**config.mk**
```make
export PLATFORM = sky130hd
export DESIGN_NAME = bmu_core
export DESIGN_NICKNAME = d
export VERILOG_FILES = /design/src/hw/bmu_pkg.sv /design/src/hw/bmu_core.sv
export SDC_FILE = /design/constraint.sdc
export NUM_CORES = 1
export LEC_CHECK = 0
export ABC_AREA = 1
export BUFFER_PORTS_ARGS = -buffer_cell sky130_fd_sc_hd__buf_2
export CAP_MARGIN = 20
export CORE_ASPECT_RATIO = 1.1
export CORE_MARGIN = 3
export CORE_UTILIZATION = 50
export CTS_BUF_LIST = sky130_fd_sc_hd__clkbuf_8
export CTS_CLUSTER_DIAMETER = 60
export CTS_CLUSTER_SIZE = 30
export DETAILED_ROUTE_END_ITERATION = 16
export PLACE_DENSITY = 0.82
export RECOVER_POWER = 25
export SYNTH_ARGS = -nofsm -noshare
export SYNTH_HDL_FRONTEND = slang
export SYNTH_HIERARCHICAL = 1
export SYNTH_SLANG_ARGS = --single-unit
```
**constraint.sdc**
```tcl
create_clock -name CLK -period 5.35 [get_ports CLK]
set_input_delay 0.2675 -clock CLK [delete_from_list [all_inputs] [get_ports CLK]]
set_output_delay 0.2675 -clock CLK [all_outputs]
set_load 0.05 [all_outputs]
```
**src/hw/bmu_pkg.sv**
```systemverilog
// Shared types and constants of the bit manipulation unit
package bmu_pkg;

	// ==========================================
	// Widths
	localparam int BYTE_W = 8;
	localparam int POS_W = 3;
	localparam int ADDR_W = 16;

	// ==========================================
	// Values after reset
	localparam logic [BYTE_W-1:0] RST_BYTE = 8'h00;
	localparam logic [POS_W-1:0] RST_POS = 3'h0;
	localparam logic [ADDR_W-1:0] RST_ADDR = 16'h0000;
	localparam logic RST_FLAG = 1'b0;

	// ==========================================
	// Operation codes
	typedef enum logic [3:0] {
		bit_set_op = 4'h0,
		bit_clear_op = 4'h1,
		bit_invert_op = 4'h2,
		bit_test_op = 4'h3,
		carry_and_bit_op = 4'h4,
		carry_and_inverted_bit_op = 4'h5,
		carry_or_bit_op = 4'h6,
		carry_or_inverted_bit_op = 4'h7,
		carry_xor_bit_op = 4'h8,
		carry_xor_inverted_bit_op = 4'h9,
		bit_to_carry_op = 4'hA,
		inverted_bit_to_carry_op = 4'hB,
		carry_to_bit_op = 4'hC,
		inverted_carry_to_bit_op = 4'hD
	} bmu_op_e;

	// ==========================================
	// Sequencer states, Gray along idle-fetch-exec-store
	typedef enum logic [1:0] {
		ST_IDLE = 2'h0,
		ST_FETCH = 2'h1,
		ST_EXEC = 2'h3,
		ST_STORE = 2'h2
	} bmu_state_e;

endpackage

```
**src/hw/bmu_core.sv**
```systemverilog
// Bit manipulation unit: datapath and sequencer for single-bit byte operations
//
// Functional notes
// RULE1 - Set, clear, invert, test take position from immediate or register low bits.
// RULE2 - Set forces selected bit to one, other seven bits kept.
// RULE3 - Clear forces selected bit to zero, other bits kept.
// RULE4 - Invert complements selected bit, other bits kept.
// RULE5 - Test loads zero flag with inverse of selected bit; operand untouched.
// RULE6 - Carry becomes carry AND selected bit.
// RULE7 - Carry becomes carry AND inverse of selected bit.
// RULE8 - Carry becomes carry OR selected bit.
// RULE9 - Carry becomes carry OR inverse of selected bit.
// RULE10 - Carry becomes carry XOR selected bit.
// RULE11 - Carry becomes carry XOR inverse of selected bit.
// RULE12 - Carry takes selected bit; operand untouched.
// RULE13 - Carry takes inverse of selected bit; operand untouched.
// RULE14 - Selected bit takes carry; other bits kept.
// RULE15 - Selected bit takes inverse of carry; other bits kept.
// RULE16 - Inverted variants accept only an immediate 3-bit position.
// RULE17 - Memory modify reads whole byte, alters one bit, writes whole byte.
// RULE18 - Register position ignores upper five bits; unnamed flags stay unchanged.
`timescale 1ns/1ps
`default_nettype none

module bmu_core #(
	parameter int BYTE_BITS = bmu_pkg::BYTE_W,
	parameter int ADDR_BITS = bmu_pkg::ADDR_W
) (
	input wire logic CLK,
	input wire logic SYS_RST,
	input wire logic START,
	input wire bmu_pkg::bmu_op_e OP,
	input wire logic POS_FROM_REG,
	input wire logic [bmu_pkg::POS_W-1:0] BIT_IMM,
	input wire logic [bmu_pkg::BYTE_W-1:0] POS_REG,
	input wire logic OPND_IN_MEM,
	input wire logic [bmu_pkg::BYTE_W-1:0] REG_DATA,
	input wire logic [bmu_pkg::ADDR_W-1:0] MEM_ADDR_IN,
	input wire logic CARRY_IN,
	input wire logic [bmu_pkg::BYTE_W-1:0] MEM_RDATA,
	input wire logic MEM_READY,
	output logic BUSY,
	output logic DONE,
	output logic REFUSED,
	output logic [bmu_pkg::BYTE_W-1:0] RESULT,
	output logic RESULT_WE,
	output logic CARRY_OUT,
	output logic CARRY_WE,
	output logic ZERO_OUT,
	output logic ZERO_WE,
	output logic [bmu_pkg::ADDR_W-1:0] MEM_ADDR,
	output logic MEM_RD,
	output logic MEM_WR,
	output logic [bmu_pkg::BYTE_W-1:0] MEM_WDATA
);
	import bmu_pkg::*;

	// ==========================================
	// Elaboration checks
	// The bit select is fixed at three bits, so only byte operands fit
	if (BYTE_BITS != BYTE_W) begin : g_bad_width
		$error("bmu_core serves 8-bit operands only");
	end
	if (ADDR_BITS != ADDR_W) begin : g_bad_addr
		$error("bmu_core address width must match the package");
	end

	// ==========================================
	// State
	typedef struct packed {
		bmu_state_e st;
		bmu_op_e op;
		logic [POS_W-1:0] pos;
		logic in_mem;
		logic carry;
		logic [BYTE_W-1:0] data;
		logic busy;
		logic done;
		logic refused;
		logic [BYTE_W-1:0] result;
		logic result_we;
		logic carry_out;
		logic carry_we;
		logic zero_out;
		logic zero_we;
		logic [ADDR_W-1:0] mem_addr;
		logic mem_rd;
		logic mem_wr;
		logic [BYTE_W-1:0] mem_wdata;
	} bmu_regs_s;

	bmu_regs_s cur;
	bmu_regs_s next_cur;

	// ==========================================
	// Operation classes
	logic reg_pos_ok;
	logic sel_bit;
	logic put_val;
	logic [BYTE_W-1:0] new_byte;
	logic writes_byte;
	logic new_carry;
	logic carry_op;

	always_comb begin
		// Only the four plain single-bit ops accept a register position
		case (OP)
			bit_set_op, bit_clear_op, bit_invert_op, bit_test_op: reg_pos_ok = 1'b1; // RULE1
			default: reg_pos_ok = 1'b0; // RULE16
		endcase
	end

	always_comb begin
		sel_bit = cur.data[cur.pos];
		put_val = 1'h0;
		writes_byte = 1'b0;
		new_carry = cur.carry;
		carry_op = 1'b0;
		case (cur.op)
			bit_set_op: begin
				put_val = 1'h1; // RULE2
				writes_byte = 1'b1;
			end
			bit_clear_op: begin
				put_val = 1'h0; // RULE3
				writes_byte = 1'b1;
			end
			bit_invert_op: begin
				put_val = ~sel_bit; // RULE4
				writes_byte = 1'b1;
			end
			bit_test_op: begin
				// Operand stays as read
			end
			carry_and_bit_op: begin
				new_carry = cur.carry & sel_bit; // RULE6
				carry_op = 1'b1;
			end
			carry_and_inverted_bit_op: begin
				new_carry = cur.carry & ~sel_bit; // RULE7
				carry_op = 1'b1;
			end
			carry_or_bit_op: begin
				new_carry = cur.carry | sel_bit; // RULE8
				carry_op = 1'b1;
			end
			carry_or_inverted_bit_op: begin
				new_carry = cur.carry | ~sel_bit; // RULE9
				carry_op = 1'b1;
			end
			carry_xor_bit_op: begin
				new_carry = cur.carry ^ sel_bit; // RULE10
				carry_op = 1'b1;
			end
			carry_xor_inverted_bit_op: begin
				new_carry = cur.carry ^ ~sel_bit; // RULE11
				carry_op = 1'b1;
			end
			bit_to_carry_op: begin
				new_carry = sel_bit; // RULE12
				carry_op = 1'b1;
			end
			inverted_bit_to_carry_op: begin
				new_carry = ~sel_bit; // RULE13
				carry_op = 1'b1;
			end
			carry_to_bit_op: begin
				put_val = cur.carry; // RULE14
				writes_byte = 1'b1;
			end
			inverted_carry_to_bit_op: begin
				put_val = ~cur.carry; // RULE15
				writes_byte = 1'b1;
			end
			default: begin
				put_val = 1'h0;
			end
		endcase
	end

	// ==========================================
	// Single-bit insertion shared by every byte-writing op
	bmu_bit_put #(
		.WIDTH(BYTE_W),
		.SEL_W(POS_W)
	) bmu_bit_put_i (
		.word_in(cur.data),
		.sel(cur.pos),
		.val(put_val),
		.word_out(new_byte)
	);

	// ==========================================
	// Sequencer
	always_comb begin
		next_cur = cur;
		// Strobes last one cycle
		next_cur.done = 1'b0;
		next_cur.refused = 1'b0;
		next_cur.result_we = 1'b0;
		next_cur.carry_we = 1'b0;
		next_cur.zero_we = 1'b0;
		case (cur.st)
			ST_IDLE: begin
				// START while busy is never seen here, so it is simply ignored
				if (START) begin
					if (POS_FROM_REG && !reg_pos_ok) begin
						// Refused: nothing read, nothing written, no flag touched
						next_cur.done = 1'b1; // RULE16
						next_cur.refused = 1'b1; // RULE16
					end else begin
						next_cur.op = OP;
						// Upper five bits of the position register are dropped
						next_cur.pos = POS_FROM_REG ? POS_REG[POS_W-1:0] : BIT_IMM; // RULE1 RULE18
						next_cur.in_mem = OPND_IN_MEM;
						next_cur.carry = CARRY_IN;
						next_cur.data = REG_DATA;
						next_cur.busy = 1'b1;
						if (OPND_IN_MEM) begin
							next_cur.mem_addr = MEM_ADDR_IN;
							next_cur.mem_rd = 1'b1; // RULE17
							next_cur.st = ST_FETCH;
						end else begin
							next_cur.st = ST_EXEC;
						end
					end
				end
			end
			ST_FETCH: begin
				// Whole byte is read before any bit is touched
				if (MEM_READY) begin
					next_cur.data = MEM_RDATA; // RULE17
					next_cur.mem_rd = 1'b0;
					next_cur.st = ST_EXEC;
				end
			end
			ST_EXEC: begin
				// Only the flag the op names gets a write strobe
				if (cur.op == bit_test_op) begin
					next_cur.zero_out = ~sel_bit; // RULE5
					next_cur.zero_we = 1'b1; // RULE18
				end
				if (carry_op) begin
					next_cur.carry_out = new_carry;
					next_cur.carry_we = 1'b1; // RULE18
				end
				if (writes_byte && cur.in_mem) begin
					// Full byte goes back, untouched bits as read
					next_cur.mem_wdata = new_byte; // RULE17
					next_cur.mem_wr = 1'b1; // RULE17
					next_cur.st = ST_STORE;
				end else begin
					if (writes_byte) begin
						next_cur.result = new_byte;
						next_cur.result_we = 1'b1;
					end
					next_cur.done = 1'b1;
					next_cur.busy = 1'b0;
					next_cur.st = ST_IDLE;
				end
			end
			ST_STORE: begin
				if (MEM_READY) begin
					next_cur.mem_wr = 1'b0;
					next_cur.result = cur.mem_wdata;
					next_cur.done = 1'b1;
					next_cur.busy = 1'b0;
					next_cur.st = ST_IDLE;
				end
			end
			default: begin
				next_cur.st = ST_IDLE;
				next_cur.busy = 1'b0;
				next_cur.mem_rd = 1'b0;
				next_cur.mem_wr = 1'b0;
			end
		endcase
		if (SYS_RST) begin
			next_cur = '0;
			next_cur.st = ST_IDLE;
			next_cur.op = bit_set_op;
			next_cur.pos = RST_POS;
			next_cur.carry = RST_FLAG;
			next_cur.data = RST_BYTE;
			next_cur.result = RST_BYTE;
			next_cur.carry_out = RST_FLAG;
			next_cur.zero_out = RST_FLAG;
			next_cur.mem_addr = RST_ADDR;
			next_cur.mem_wdata = RST_BYTE;
		end
	end

	always_ff @(posedge CLK) begin
		cur <= next_cur;
	end

	// ==========================================
	// Outputs, each straight from the state register
	assign BUSY = cur.busy;
	assign DONE = cur.done;
	assign REFUSED = cur.refused;
	assign RESULT = cur.result;
	assign RESULT_WE = cur.result_we;
	assign CARRY_OUT = cur.carry_out;
	assign CARRY_WE = cur.carry_we;
	assign ZERO_OUT = cur.zero_out;
	assign ZERO_WE = cur.zero_we;
	assign MEM_ADDR = cur.mem_addr;
	assign MEM_RD = cur.mem_rd;
	assign MEM_WR = cur.mem_wr;
	assign MEM_WDATA = cur.mem_wdata;

endmodule

// ==========================================
// Writes one bit value into the selected position of a word
module bmu_bit_put #(
	parameter int WIDTH = 8,
	parameter int SEL_W = 3
) (
	input wire logic [WIDTH-1:0] word_in,
	input wire logic [SEL_W-1:0] sel,
	input wire logic val,
	output wire logic [WIDTH-1:0] word_out
);
	// A narrow select could never reach the top bits
	if (WIDTH > (1 << SEL_W)) begin : g_bad_sel
		$error("bmu_bit_put select too narrow for its word");
	end
	if (WIDTH < 1) begin : g_bad_width
		$error("bmu_bit_put needs at least one bit");
	end

	for (genvar i = 0; i < WIDTH; i++) begin : g_bit
		// Every other bit passes through as it came
		assign word_out[i] = (sel == SEL_W'(i)) ? val : word_in[i];
	end
endmodule

`default_nettype wire

```
-- Word level (Yosys, flattened, before mapping)
Index checks and enable logic that the tools add are counted.
- memories: 0
- latch bits: 0
- flip-flop bits (word level): 61
- word-level logic and storage cells: 135
- ROM bits: 0
- memory bits (writable): 0
- $mul: 0
- bitwise operators: 12
- muxes and demuxes: 42
- shift-type cells: 0
- reduce and logical (&&, ||, !) cells: 27
- magnitude comparators: 1
- equal/unequal tests: 34
- add/sub/neg operators: 0
- div/mod/pow operators: 0
- operators by type and width (cell ; count):
    8-bit one-hot mux with 2 select lines ; 2
    9-bit two-way mux ; 3
    4-bit equality test, second input constant ; 6
    22-bit two-way mux ; 1
    20-bit two-way mux ; 1
    1-bit two-way mux ; 18
    4-bit by 2-bit equality test with 1-bit output, second input constant ; 4
    4-bit by 3-bit equality test with 1-bit output, second input constant ; 4
    8-bit two-way mux ; 2
    2-bit != test, second input constant ; 8
    4-bit AND reduction ; 4
    2-bit two-way mux ; 7
    3-bit equality test, second input constant ; 4
    5-bit AND reduction ; 2
    4-bit by 1-bit equality test with 1-bit output, second input constant ; 2
    4-bit zero test ; 2
    1-bit one-hot mux with 8 select lines ; 1
    2-bit one-hot mux with 4 select lines ; 1
    8-bit OR reduction ; 1
    3-bit by 2-bit equality test with 1-bit output, second input constant ; 2
    1-bit inverter ; 6
    2-bit one-hot mux with 3 select lines ; 1
    2-bit AND reduction ; 3
    3-bit AND reduction ; 2
    21 further kinds ; 29

-- Longest topological paths before layout
Gate-level depths: netlist (run 1).
- depth after elaboration: 8
- gate-level depth with buffers: 14

-- By module
Netlist (run 1), hierarchy kept.
- modules (own cells, without submodules) (module ; cells an instance ; instances ; area an instance (um^2)):
    bmu_core ; 403 ; 1 ; 2939.1
    bmu_bit_put ; 40 ; 1 ; 219.0

-- Least setup slack after synthesis (run 1)
Ideal clock, no wire load.
- kind: register -> register
- from: reg cur[52] (netlist name)
- to: reg cur (netlist bit RESULT[7])
- clock period less this slack: 1.766 ns
- setup time: 0.078 ns
- stages on the path, launching flop included: 15
- data required time: 5.272 ns
- path buffers: 1
- arrival: 1.688 ns
- slack: 3.584 ns
- path through: dfxtp_1 > inv_1 > nand2_1 > nand3_1 > nand3_1 > nand2_1 > o21ai_0 > o21ai_0 > buf_2 > inv_1 > o21ai_1 > inv_1 > o22ai_1 > nor2_1 > nor3_1
- longest elaborated chain between the ends: 8
- elaborated cells on any way between the ends: 9
- classes of those cells: eq/ne (1); mux (7); bitwise (1)
- RTL lines (item ; RTL line ; source):
    start: declaration ; bmu_core.sv:92 ; bmu_regs_s cur;
    start signal: assignment ; bmu_core.sv:294 ; cur <= next_cur;
    1-bit binary-select mux with 3-bit select ; bmu_core.sv:114 ; sel_bit = cur.data[cur.pos];
    1-bit two-way mux (implied by the code) ; bmu_core.sv:114 ;
    1-bit inverter ; bmu_core.sv:129 ; put_val = ~sel_bit;
    1-bit one-hot mux with 4 select lines ; bmu_core.sv:119 ; case (cur.op)
    named net put_val ; bmu_core.sv:99 ; logic put_val;
    1-bit two-way mux ; bmu_core.sv:336 ; assign word_out[i] = (sel == SEL_W'(i)) ? val : word_in[i];
    named net new_byte[7] ; bmu_core.sv:100 ; logic [BYTE_W-1:0] new_byte;
    9-bit two-way mux ; bmu_core.sv:253 ; if (writes_byte) begin
    9-bit two-way mux ; bmu_core.sv:247 ; if (writes_byte && cur.in_mem) begin
    8-bit one-hot mux with 2 select lines ; bmu_core.sv:203 ; case (cur.st)
The timed path passes the listed nets, and every way through them passes these cells. The select of a mux whose other input is x is not followed.
A chain may end at the register's enable or synchronous reset.

-- Worst setup path after layout (run 1)
Same ends and word-level chain as after synthesis.

==> results by group, run 1 <==
Finish
  • Final nets: 548
  • Area Overhead vs Synth: 12.8%
  • Final Cell Area: about 3600 µm²
  • N_diodes: 0
  • Most common cell after layout, fill and taps aside: buf_2
  • Layout cells sized above 1: 20.4%
  • Commonest non-fill, non-tap cells in the layout: 67 x buf_2, 61 x dfxtp_1, 60 x nor2_1

Yosys
  • Yosys reg bits: 61
  • Mux cell area share after synthesis: 0%
  • Post-Syn Area: about 3200 µm²
  • YS warnings: 6
  • Combinational family with the most area after synthesis: simple AND/OR/NAND/NOR gates
  • Syn Area/Cell: 7.13 µm²
  • Post-Synth XOR/XNOR Area: 0%
  • Compound-gate portion of the synthesized area: 19.3%
  • Post-synthesis cell type count: 34
  • Post-synthesis adder-cell area fraction: 0%
  • Sequential-to-total area share from yosys stat: 38.7%
  • Simple-Gate Fraction of Synth Area: 24.2%
  • Cells after synthesis: ~440
  • Syn Nets: ~500

Power and ir drop
  • Peak VDD IR: 0.218 mV
  • Leak Pwr: about 1.6 nW
  • Power density over the cells: 380 nW/µm²

Global route
  • Largest net degree at the start of global routing: 43
  • All-Layer GR Usage: 19.8%
  • Number of antenna violations at the first check in global routing: 0
  • Number of global-route vias before repair: between 2000 and 3000
  • First-pass GRT wire length: 11300 µm
  • GRT overflow: 0

Clocking
  • H-tree depth: 3
  • Worst skew pair latency: 0.34 ns
  • Root buf cell: clkbuf_8
  • Clock buffer count from CTS: 9
  • Clock slew at reported path FFs: 0.07 ns
  • Setup Fix Bufs, Post-CTS: 0
  • Resize count post-CTS: 0
  • Hold-fix buffers at CTS: 0
  • Sink Count: 61
  • CTS tree: yes
  • Max Root-Sink Buffers: 2

Timing
  • Worst hold slack: 0.174 ns
  • Setup TNS: 0 ns
  • Clock Skew: about 0.0084 ns
  • Final Critical Period: 3.01 ns
  • Final hold violation count: 0
  • Final worst setup slack: 2.34 ns
  • Worst Tran Pin Value: roughly 1.0 ns
  • RSZ-0062 raised after global routing: no
  • Setup-failing EPs final: 0
  • Max Clock Freq: roughly 330 MHz
  • Slew HR: a little under a third
  • Slew Limit Fails: 0
  • Final period utilization: 56.2%

Floorplanning
  • Die area: 7310 µm²
  • Initial Util: 53.1%
  • I/O pin count: 96
  • Core ar.: 5950 µm²
  • Die H: between 80 and 90 µm
  • # rows: 29
  • Die X: slightly above 80 µm

Worst setup path
  • Worst Path Required: 5.61 ns
  • Crit end category: flip-flop
  • CP Class: flip-flop to flip-flop
  • CP arrival: 3.27 ns
  • Crit-path max FO: 15
  • CP Launch Type: flip-flop

Place
  • Gpl congestion: 0.925
  • Quantity of I/O buffers inserted on ports: 90
  • Post-DP HPWL: 5150 µm
  • Setup WS pre-CTS: between 2 and 2.5 ns
  • Post-DP Area: 3350 µm²

Routing
  • Iter 0 DRT Violations: 202
  • Antenna Violating Nets Remaining: 0
  • Avg WL per Cell: 12.2 µm
  • Vias/cell: 5.10
  • Drt pass-1 iters: 4
  • Total Wirelength: 7040 µm
  • Via count: 2938
  • DR DRC count: 0

Outcome
  • Status: finished clean

Flow run
  • Max-Cap Viols: 0

Worst hold path
  • Worst min path class: primary input to flip-flop
-- final timing paths --
check                               startpoint          end  slack (ns)  depth (start not counted)
worst max register to register         cur[52]    RESULT[7]        2.34                         12
worst min register to register          MEM_WR       MEM_WR        0.47                          2
worst min-delay path            MEM_ADDR_IN[6]  MEM_ADDR[6]        0.17                          3
worst max-delay path                   cur[52]    RESULT[7]        2.34                         12
-- synthesized netlist by cell type (all sizes together) --
cell / count / share of area (%)
dfxtp: 61 / 39
nor2: 64 / 8.7
buf: 43 / 10
o22ai: 8 / 1.6
o21bai: 1 / 0.24
o21ai: 46 / 8.0
o211ai: 1 / 0.24
a21oi: 35 / 6.0
a31oi: 11 / 2.2
nor3: 10 / 1.6
clkbuf: 7 / 0.83
o221ai: 1 / 0.28
nand4: 5 / 0.99
nor4: 1 / 0.20
clkinv: 1 / 0.12
nand3: 36 / 6.3
inv: 56 / 6.7
a211oi: 3 / 0.71
nand2: 53 / 6.5
-- cell families after synthesis --
kind of cell,count (synthesis)
AOI/OAI and AO/OA,106
DFF,61
and+or+nand+nor,169
buffers and inverters,107
-- layout make-up --
cell class	count	area, µm²
Fill cell	570	2390
Multi-Input combinational cell	275	1370
Sequential cell	61	1220
Timing Repair Buffer	90	422
Inverter	57	214
Clock buffer	9	124
Clock inverter	7	115
Tap cell	77	96.3
-- worst max-delay path: stages (launching register included) --
cell and delay, ns:
dfxtp_1 0.75, nand2_1 0.12, nand3_1 0.11, nand3_1 0.20
nand2_1 0.23, o21ai_0 0.11, o21ai_0 0.71, inv_1 0.11
o21ai_1 0.22, inv_1 0.06, o22ai_1 0.15, nor2_1 0.06
nor3_1 0.11
-- sequential cells by signal, indices dropped and copies added, names as in the netlist, 8 cells and up --
register,count
MEM_WDATA,8
RESULT,8
MEM_ADDR,16
cur,19
-- layer usage --
layer	GRT usage (%)	part of all wire, %	up-vias
li1	-	-	1526
met1	23.8	44	1290
met2	33.4	46	109
met3	5.54	8.6	13
met4	7.85	1.8	0
met5	0	0	-
-- power breakdown --
| part | internal (W) | switching [W] |
|---|---|---|
| Clock | 0.000307 | 0.000182 |
| Combinational | 0.0000986 | 0.000233 |
| Sequential | 0.000496 | 0.0000380 |
-- through the flow --
stage               util (%)  instances  power [W]
floorplan                  -        443   0.000826
global placement        56.3        560   0.000866
detailed placement      56.3        560   0.000875
CTS                     60.4        576    0.00136
global route            59.9        576    0.00143
finish                  59.9        576    0.00135
Power figures use the tool's default switching activity.
==> inputs of run 2 (changes only) <==
--- a/config.mk
+++ b/config.mk
@@ -10,7 +10,7 @@
 export CAP_MARGIN = 20
 export CORE_ASPECT_RATIO = 1.1
 export CORE_MARGIN = 3
-export CORE_UTILIZATION = 50
+export CORE_UTILIZATION = 48
 export CTS_BUF_LIST = sky130_fd_sc_hd__clkbuf_8
 export CTS_CLUSTER_DIAMETER = 60
 export CTS_CLUSTER_SIZE = 30
==> constraint.sdc (replaced) <==
create_clock -name CLK -period 2.62 [get_ports CLK]
set_input_delay 0.131 -clock CLK [delete_from_list [all_inputs] [get_ports CLK]]
set_output_delay 0.131 -clock CLK [all_outputs]
set_load 0.05 [all_outputs]
==> run 2 against run 1 <==
Effect of this change: cell count up 1.0%; via count up 0.58%; critical endpoint unchanged; core utilization down 3.3 points; count of clock-buffer cells in the layout unchanged; die area up 3.9%; sequential share of layout area up 0.18 points; largest power group unchanged; critical path type unchanged.
==> results by group, run 2 (synthesized netlist as in run 1, its figures left out) <==
Routing
  • Antenna Violating Nets Remaining: 0 (unchanged)
  • DR DRC count: 0 (unchanged)
  • Iter 0 DRT Violations: 165 (-18%)
  • Drt pass-1 iters: 5 (+1)
  • Vias/cell: 5.08 (-0.46%)
  • Via count: 2955 (+0.58%)
  • Avg WL per Cell: 12.3 µm (+0.63%)
  • Total Wirelength: 7160 µm (+1.7%)

Floorplanning
  • I/O pin count: 96 (unchanged)
  • Die X: 83.3 µm (+1.9%)
  • Core ar.: 6270 µm² (+5.3%)
  • Initial Util: 50.4% (-2.7 points)
  • # rows: 30 (+3.4%)
  • Die area: 7590 µm² (+3.9%)
  • Die H: 91.1 µm (+1.9%)

Finish
  • Final Util: 56.6% (-3.3 points)
  • Final Cell Area: 3550 µm² (-0.42%)
  • Largest register by flop count: cur
  • Final nets: 551 (+0.55%)
  • N_diodes: 0 (unchanged)
  • Layout cells sized above 1: 20.9% (+0.48 points)
  • Area Overhead vs Synth: 12.4%
  • Most common cell after layout, fill and taps aside: buf_2
  • Max FFs per register: 19 (unchanged)
  • Filler cells: 623 (+9.3%)
  • Commonest non-fill, non-tap cells in the layout: 65 x buf_2, 60 x dfxtp_1, 60 x nor2_1

Timing
  • Slew Limit Fails: 0 (unchanged)
  • Worst hold slack: 0.0413 ns (-0.133 ns)
  • Final hold violation count: 0 (unchanged)
  • Clock Skew: 0.00735 ns (-0.00108 ns)
  • RSZ-0062 raised after global routing: no
  • Setup-failing EPs final: 0 (unchanged)
  • Final period utilization: 84.7% (+28 points)
  • Setup TNS: 0 ns (unchanged)
  • Final Critical Period: 2.22 ns (-0.790 ns)
  • Max Clock Freq: 451 MHz (+36%)
  • Final worst setup slack: 0.401 ns (-1.94 ns)
  • Slew HR: 31.3% (+0.86 points)
  • Worst Tran Pin Value: 1.03 ns (-0.0128 ns)

Worst setup path
  • Slowest CP cell: dfxtp_1
  • CP Launch Type: flip-flop
  • Crit end category: flip-flop
  • Cell Chain, Critical Path: nand3_1 > nand2_1 > o21ai_0 > o21ai_0 > buf_4 > inv_1 > o21ai_1 > inv_1 > o22ai_1 > nor2_1 > nor3_1
  • R2R Path Start: cur[54]
  • CP Class: flip-flop to flip-flop
  • Reg2reg setup slack: 0.40 ns (-1.94 ns)
  • Crit Reg-Reg Endpoint: RESULT[7]
  • Worst Path Required: 2.88 ns (-2.73 ns)
  • CP peak stage delay: 0.58 ns (-0.17 ns)
  • Crit-path max FO: 11 (-4)
  • CP arrival: 2.48 ns (-0.79 ns)
  • R2r worst-path depth: 11 (-1)

Place
  • Post-DP HPWL: 5320 µm (+3.4%)
  • Quantity of I/O buffers inserted on ports: 90 (unchanged)
  • Post-DP Area: 3380 µm² (+0.78%)
  • Setup WS pre-CTS: 0.303 ns (-2.14 ns)
  • Gpl congestion: 0.922 (-0.37%)

Power and ir drop
  • Power density over the cells: 735 nW/µm² (+93%)
  • Pint: 0.00166 W (+84%)
  • Leak Pwr: 1.53 nW (-1.3%)
  • Peak VDD IR: 0.365 mV (+68%)
  • Switching share of power: 36.2% (+2.8 points)
  • Comb pwr share: 26.6% (+2.1 points)
  • Clock Power Share: 31.9% (-4.2 points)
  • P_sw: 0.000945 W (+110%)
  • Flop pwr share: 41.4% (+2.0 points)

Global route
  • Number of antenna violations at the first check in global routing: 0 (unchanged)
  • Number of global-route vias before repair: 2640 (+1.8%)
  • Largest net degree at the start of global routing: 43 (unchanged)
  • All-Layer GR Usage: 19.1% (-0.73 points)
  • First-pass GRT wire length: 11900 µm (+6.1%)
  • GRT overflow: 0 (unchanged)

Clocking
  • H-tree depth: 3 (unchanged)
  • Root buf cell: clkbuf_8
  • CTS tree: yes
  • Worst skew pair latency: 0.34 ns (about the same)
  • Max Root-Sink Buffers: 2 (unchanged)
  • Clock slew at reported path FFs: 0.07 ns (about the same)
  • Sink Count: 61 (unchanged)
  • Clock buffer count from CTS: 9 (unchanged)
  • Setup Fix Bufs, Post-CTS: 0 (unchanged)

Worst hold path
  • WHS Endpoint: MEM_ADDR[11]
  • Worst min path class: primary input to flip-flop
  • Hold path depth: 3 (unchanged)
  • Hold Startpoint: MEM_ADDR_IN[11]

Flow run
  • Max-Cap Viols: 0 (unchanged)

Outcome
  • Status: finished clean
==> run 2: changes by cell type in the layout (fill, tap and decap cells not counted), sizes merged <==
cell	previous run	this run
clkbuf	32	34
bufinv	3	1
buf	67	68
clkinvlp	1	3
==> run 2: per-stage QoR <==
step           total power [W]  std cells
4_1_cts                0.00264        582
5_1_grt                0.00276        582
6_report               0.00261        582
2_1_floorplan          0.00169        443
3_3_place_gp           0.00178        566
3_5_place_dp           0.00180        566
==> run 2: worst max-delay path: cells and delay by family (launching register included) <==
family          cells  cell delay (ns)
flops               1             0.58
simple gates        4             0.65
buf+inv             3             0.29
compound gates      4             0.61
==> run 2: power groups by stage <==
stage / Sequential, W / Clock [W] / Combinational, W
floorplan: 0.00110 / 0 / 0.000582
global placement: 0.00110 / 0 / 0.000686
detailed placement: 0.00110 / 0 / 0.000699
CTS: 0.00108 / 0.000860 / 0.000701
global route: 0.00109 / 0.000890 / 0.000775
finish: 0.00108 / 0.000832 / 0.000695
==> run 2: per-layer routing <==
layer | global-route usage, % | vias up | wire [µm]
met3 | 5.17 | 10 | 569
met2 | 31.5 | 111 | 3330
li1 | - | 1535 | -
met4 | 7.08 | 0 | 116
met5 | 0 | - | 0
met1 | 23.8 | 1299 | 3140
==> run 2: cell type report <==
class | instances | area [µm²] | share of cell area, %
clock buffer | 9 | 124 | 3.49
clock inverter | 7 | 75.1 | 2.12
inverter | 57 | 214 | 6.03
multi-input combinational | 275 | 1370 | 38.6
sequential | 61 | 1220 | 34.4
tap | 80 | 100 | 2.82
timing repair buffer | 93 | 442 | 12.4
==> run 2: repair_timing <==
item / CTS / global route
hold endpoints to repair: 0 / 0
resized for setup: 0 / 1
hold buffers: 0 / 0
setup endpoints to repair: 0 / 5
==> run 2: worst max path at each step <==
stage | startpoint | end | cells past startpoint
after global routing | cur[54] | RESULT[7] | 11
final | cur[54] | RESULT[7] | 11
after CTS | cur[52] | RESULT[7] | 13
after floorplan | cur[52] | RESULT[7] | 14
after detailed placement | cur[52] | RESULT[2] | 14
after global placement | cur[52] | RESULT[7] | 13
==> inputs of run 3 (changes only) <==
--- a/config.mk
+++ b/config.mk
@@ -5,7 +5,7 @@
 export SDC_FILE = /design/constraint.sdc
 export NUM_CORES = 1
 export LEC_CHECK = 0
-export ABC_AREA = 1
+export ABC_AREA = 0
 export BUFFER_PORTS_ARGS = -buffer_cell sky130_fd_sc_hd__buf_2
 export CAP_MARGIN = 20
 export CORE_ASPECT_RATIO = 1.1
@@ -15,7 +15,7 @@
 export CTS_CLUSTER_DIAMETER = 60
 export CTS_CLUSTER_SIZE = 30
 export DETAILED_ROUTE_END_ITERATION = 16
-export PLACE_DENSITY = 0.82
+export PLACE_DENSITY = 0.83
 export RECOVER_POWER = 25
 export SYNTH_ARGS = -nofsm -noshare
 export SYNTH_HDL_FRONTEND = slang
==> constraint.sdc (replaced) <==
create_clock -name CLK -period 2 [get_ports CLK]
set_input_delay 0.1 -clock CLK [delete_from_list [all_inputs] [get_ports CLK]]
set_output_delay 0.1 -clock CLK [all_outputs]
set_load 0.05 [all_outputs]
==> run 3 against run 2 <==
Effect of this change: cell area up 7.9%; power up 25%; die area down 3.1%; via count down 6.9%; critical path depth down 4; global-route usage up 2.1 points; sequential power up 24%; non-clock buffer count up 38; cell count down 10%; clock skew down 0.0020 ns; routed wire length up 2.7%.
==> results by group, run 3 <==
Clocking
  • Root buf cell: clkbuf_8
  • CTS tree: yes
  • Sink Count: 61 (unchanged)
  • H-tree depth: 3 (unchanged)
  • Clock buffer count from CTS: 9 (unchanged)
  • Setup Fix Bufs, Post-CTS: 0 (unchanged)
  • Clock slew at reported path FFs: 0.06 ns (about the same)
  • Max Root-Sink Buffers: 2 (unchanged)
  • Worst skew pair latency: 0.34 ns (about the same)

Finish
  • Commonest non-fill, non-tap cells in the layout: 65 x buf_2, 60 x dfxtp_1, 53 x nand2_1
  • Largest register by flop count: cur
  • Area Overhead vs Synth: 25.4%
  • Max FFs per register: 19 (unchanged)
  • Layout cells sized above 1: 30.1% (+9.2 points)
  • Non-Filler Instances: 522 (-10%)
  • Final nets: 494 (-10%)
  • N_diodes: 0 (unchanged)
  • Final Cell Area: 3830 µm² (+7.9%)
  • Most common cell after layout, fill and taps aside: buf_2

Outcome
  • Status: finished clean

Power and ir drop
  • Peak VDD IR: 0.512 mV (+40%)
  • P_sw: 0.000919 W (-2.8%)
  • Clock Power Share: 37.4% (+5.5 points)
  • Leak Pwr: 1.57 nW (+2.6%)
  • Flop pwr share: 41.2% (-0.2 points)
  • Power density over the cells: 848 nW/µm² (+15%)
  • Total chip power: 0.00325 W (+25%)
  • Pint: 0.00233 W (+40%)
  • Switching share of power: 28.3% (-7.9 points)
  • Comb pwr share: 21.3% (-5.3 points)

Yosys
  • Dominant synthesized flop cell: dfxtp_1
  • Sequential-to-total area share from yosys stat: 40.0% (+1.3 points)
  • Cells after synthesis: 352 (-21%)
  • Post-synth ARST share: 0% (unchanged)
  • Synth top area share: 40.0% (+1.3 points)
  • Yosys reg bits: 61 (unchanged)
  • Syn Nets: 406 (-18%)
  • Post-Syn Area: 3050 µm² (-3.3%)
  • Post-synthesis cell type count: 45 (+32%)
  • YS warnings: 6 (unchanged)
  • Syn Area/Cell: 8.67 µm² (+22%)
  • Post-synth top cells: 61 x dfxtp_1, 53 x nand2_1, 37 x nor2_1, 35 x buf_4, 28 x a21oi_1
  • Yosys top cell by area: dfxtp_1
  • Number of synthesized flops with an enable pin: 0 (unchanged)
  • Most numerous cell in the Yosys netlist: dfxtp_1
  • Ranking of synthesized cells by area: dfxtp_1 40%, buf_4 8.6%, nand2_1 6.5%, a21oi_1 4.6%, mux2i_1 4.6%

Timing
  • Clock Skew: 0.00539 ns (-0.00196 ns)
  • Max Clock Freq: 522 MHz (+16%)
  • Setup-failing EPs final: 0 (unchanged)
  • Final Critical Period: 1.92 ns (-0.304 ns)
  • Final worst setup slack: 0.0849 ns (-0.316 ns)
  • Setup TNS: 0 ns (unchanged)
  • Slew Limit Fails: 0 (unchanged)
  • Final period utilization: 95.8% (+11 points)
  • RSZ-0062 raised after global routing: no
  • Final hold violation count: 0 (unchanged)
  • Worst Tran Pin Value: 0.601 ns (-0.429 ns)
  • Slew HR: 59.8% (+29 points)

Worst setup path
  • Crit Reg-Reg Endpoint: RESULT[2]
  • CP Launch Type: flip-flop
  • Worst Path Required: 2.22 ns (-0.66 ns)
  • Reg2reg setup slack: 0.08 ns (-0.32 ns)
  • CP Class: flip-flop to flip-flop
  • Crit end category: flip-flop
  • Crit-path max FO: 8 (-3)
  • CP arrival: 2.14 ns (-0.34 ns)
  • R2r worst-path depth: 7 (-4)
  • R2R Path Start: cur[52]

Global route
  • Met2 Use GR: 36.4% (+5.0 points)
  • Gr busiest metal: met2
  • Number of antenna violations at the first check in global routing: 0 (unchanged)
  • Number of global-route vias before repair: 2627 (-0.49%)
  • First-pass GRT wire length: 11800 µm (-0.80%)
  • Largest net degree at the start of global routing: 46 (+7.0%)
  • GRT overflow: 0 (unchanged)
  • GR Layer Usage met1: 23.6% (-0.16 points)
  • Global routing usage on met3: 4.89% (-0.28 points)
  • All-Layer GR Usage: 21.2% (+2.1 points)

Worst hold path
  • Worst min path class: primary input to flip-flop
  • Hold Startpoint: OP[1]
  • WHS Endpoint: cur[56]
  • Hold path depth: 3 (unchanged)

Floorplanning
  • Die X: 82.0 µm (-1.6%)
  • Die H: 89.6 µm (-1.6%)
  • Core ar.: 5950 µm² (-5.1%)
  • Die area: 7350 µm² (-3.1%)
  • I/O pin count: 96 (unchanged)
  • Initial Util: 51.3% (+0.92 points)
  • # rows: 29 (-3.3%)

Routing
  • Avg WL per Cell: 14.1 µm (+14%)
  • Total Wirelength: 7350 µm (+2.7%)
  • DR DRC count: 0 (unchanged)
  • Via count: 2751 (-6.9%)
  • Drt pass-1 iters: 4 (-1)
  • Antenna Violating Nets Remaining: 0 (unchanged)
  • Iter 0 DRT Violations: 105 (-36%)
  • Vias/cell: 5.27 (+3.8%)

Place
  • Post-DP HPWL: 5090 µm (-4.4%)
  • Placed insts: 488 (-14%)
  • Quantity of I/O buffers inserted on ports: 90 (unchanged)
  • Gpl congestion: 0.876 (-5.0%)
  • Post-DP Area: 3430 µm² (+1.6%)
  • Setup WS pre-CTS: -0.0505 ns (-0.353 ns)

Flow run
  • Max-Cap Viols: 0 (unchanged)
-- run 3: changes by cell type after synthesis, sizes merged, moves of 6 or more --
| cell | before | now |
|---|---|---|
| nor3 | 10 | 3 |
| mux2 | 0 | 10 |
| o21ai | 46 | 7 |
| mux2i | 0 | 14 |
| a31oi | 11 | 0 |
| a211oi | 3 | 23 |
| o22ai | 8 | 2 |
| inv | 56 | 3 |
| nor2 | 64 | 39 |
| a22oi | 0 | 17 |
| nand3 | 36 | 4 |
-- run 3: critical path, stage by stage, from the launching register on --
cell       delay, ns
dfxtp_4         0.37
mux2i_1         0.12
a22o_1          0.22
or2_2           0.31
o2bb2ai_4       0.19
mux2_2          0.31
a22oi_1         0.18
a211oi_2        0.10
-- run 3: how the worst max path moves through the flow --
stage                        from   endpoint  slack, ns  depth (start not counted)
after floorplan           cur[52]  RESULT[0]       0.01                          8
after global placement    cur[52]  RESULT[1]       0.03                          7
after detailed placement  cur[52]  RESULT[2]      -0.05                          7
after CTS                 cur[52]  RESULT[2]       0.06                          7
after global routing      cur[54]  RESULT[4]      0.005                          8
final                     cur[52]  RESULT[2]       0.08                          7
-- run 3: power groups by stage --
| stage | logic [W] | clock network (W) | registers [W] |
|---|---|---|---|
| detailed placement | 0.000655 | 0 | 0.00136 |
| finish | 0.000693 | 0.00122 | 0.00134 |
| global placement | 0.000639 | 0 | 0.00136 |
| floorplan | 0.000467 | 0 | 0.00137 |
| global route | 0.000755 | 0.00129 | 0.00135 |
| CTS | 0.000689 | 0.00124 | 0.00134 |
-- run 3: cells by family after synthesis --
logic type / count (synthesis) / share of synthesized area (%)
and+or+nand+nor: 121 / 17.7
AOI/OAI and AO/OA: 87 / 21.5
DFF: 61 / 40.0
buffers and inverters: 57 / 11.9
muxes: 24 / 8.28
xor gates and xnor gates: 2 / 0.574
-- run 3: stage by stage --
| stage | hold WS, ns | util, % |
|---|---|---|
| 2_1_floorplan | 0.197 | - |
| 3_3_place_gp | 0.342 | 57.7 |
| 3_5_place_dp | 0.348 | 57.7 |
| 4_1_cts | 0.00383 | 64.6 |
| 5_1_grt | 0.0158 | 64.3 |
| 6_report | 0.0109 | 64.3 |
-- run 3: final cells by class --
class                   count  area (µm²)
fillers                   533        2120
multi-input cells         234        1490
flip-flops and latches     61        1220
repair buffers            131         785
clock buffers              11         151
well taps                  77        96.3
clock inverters             5        73.8
inverters                   3        11.3
-- run 3: what timing repair did --
item / 4_1_cts / 5_1_grt
hold buffers: 18 / 0
endpoints found under the setup margin: 8 / 8
gates resized for setup: 1 / 2
hold endpoints to repair: 18 / 0
-- run 3: layer usage --
layer | vias up | wire [µm]
met2 | 97 | 3620
met3 | 14 | 512
met5 | - | 0
met4 | 0 | 170
li1 | 1382 | -
met1 | 1258 | 3050
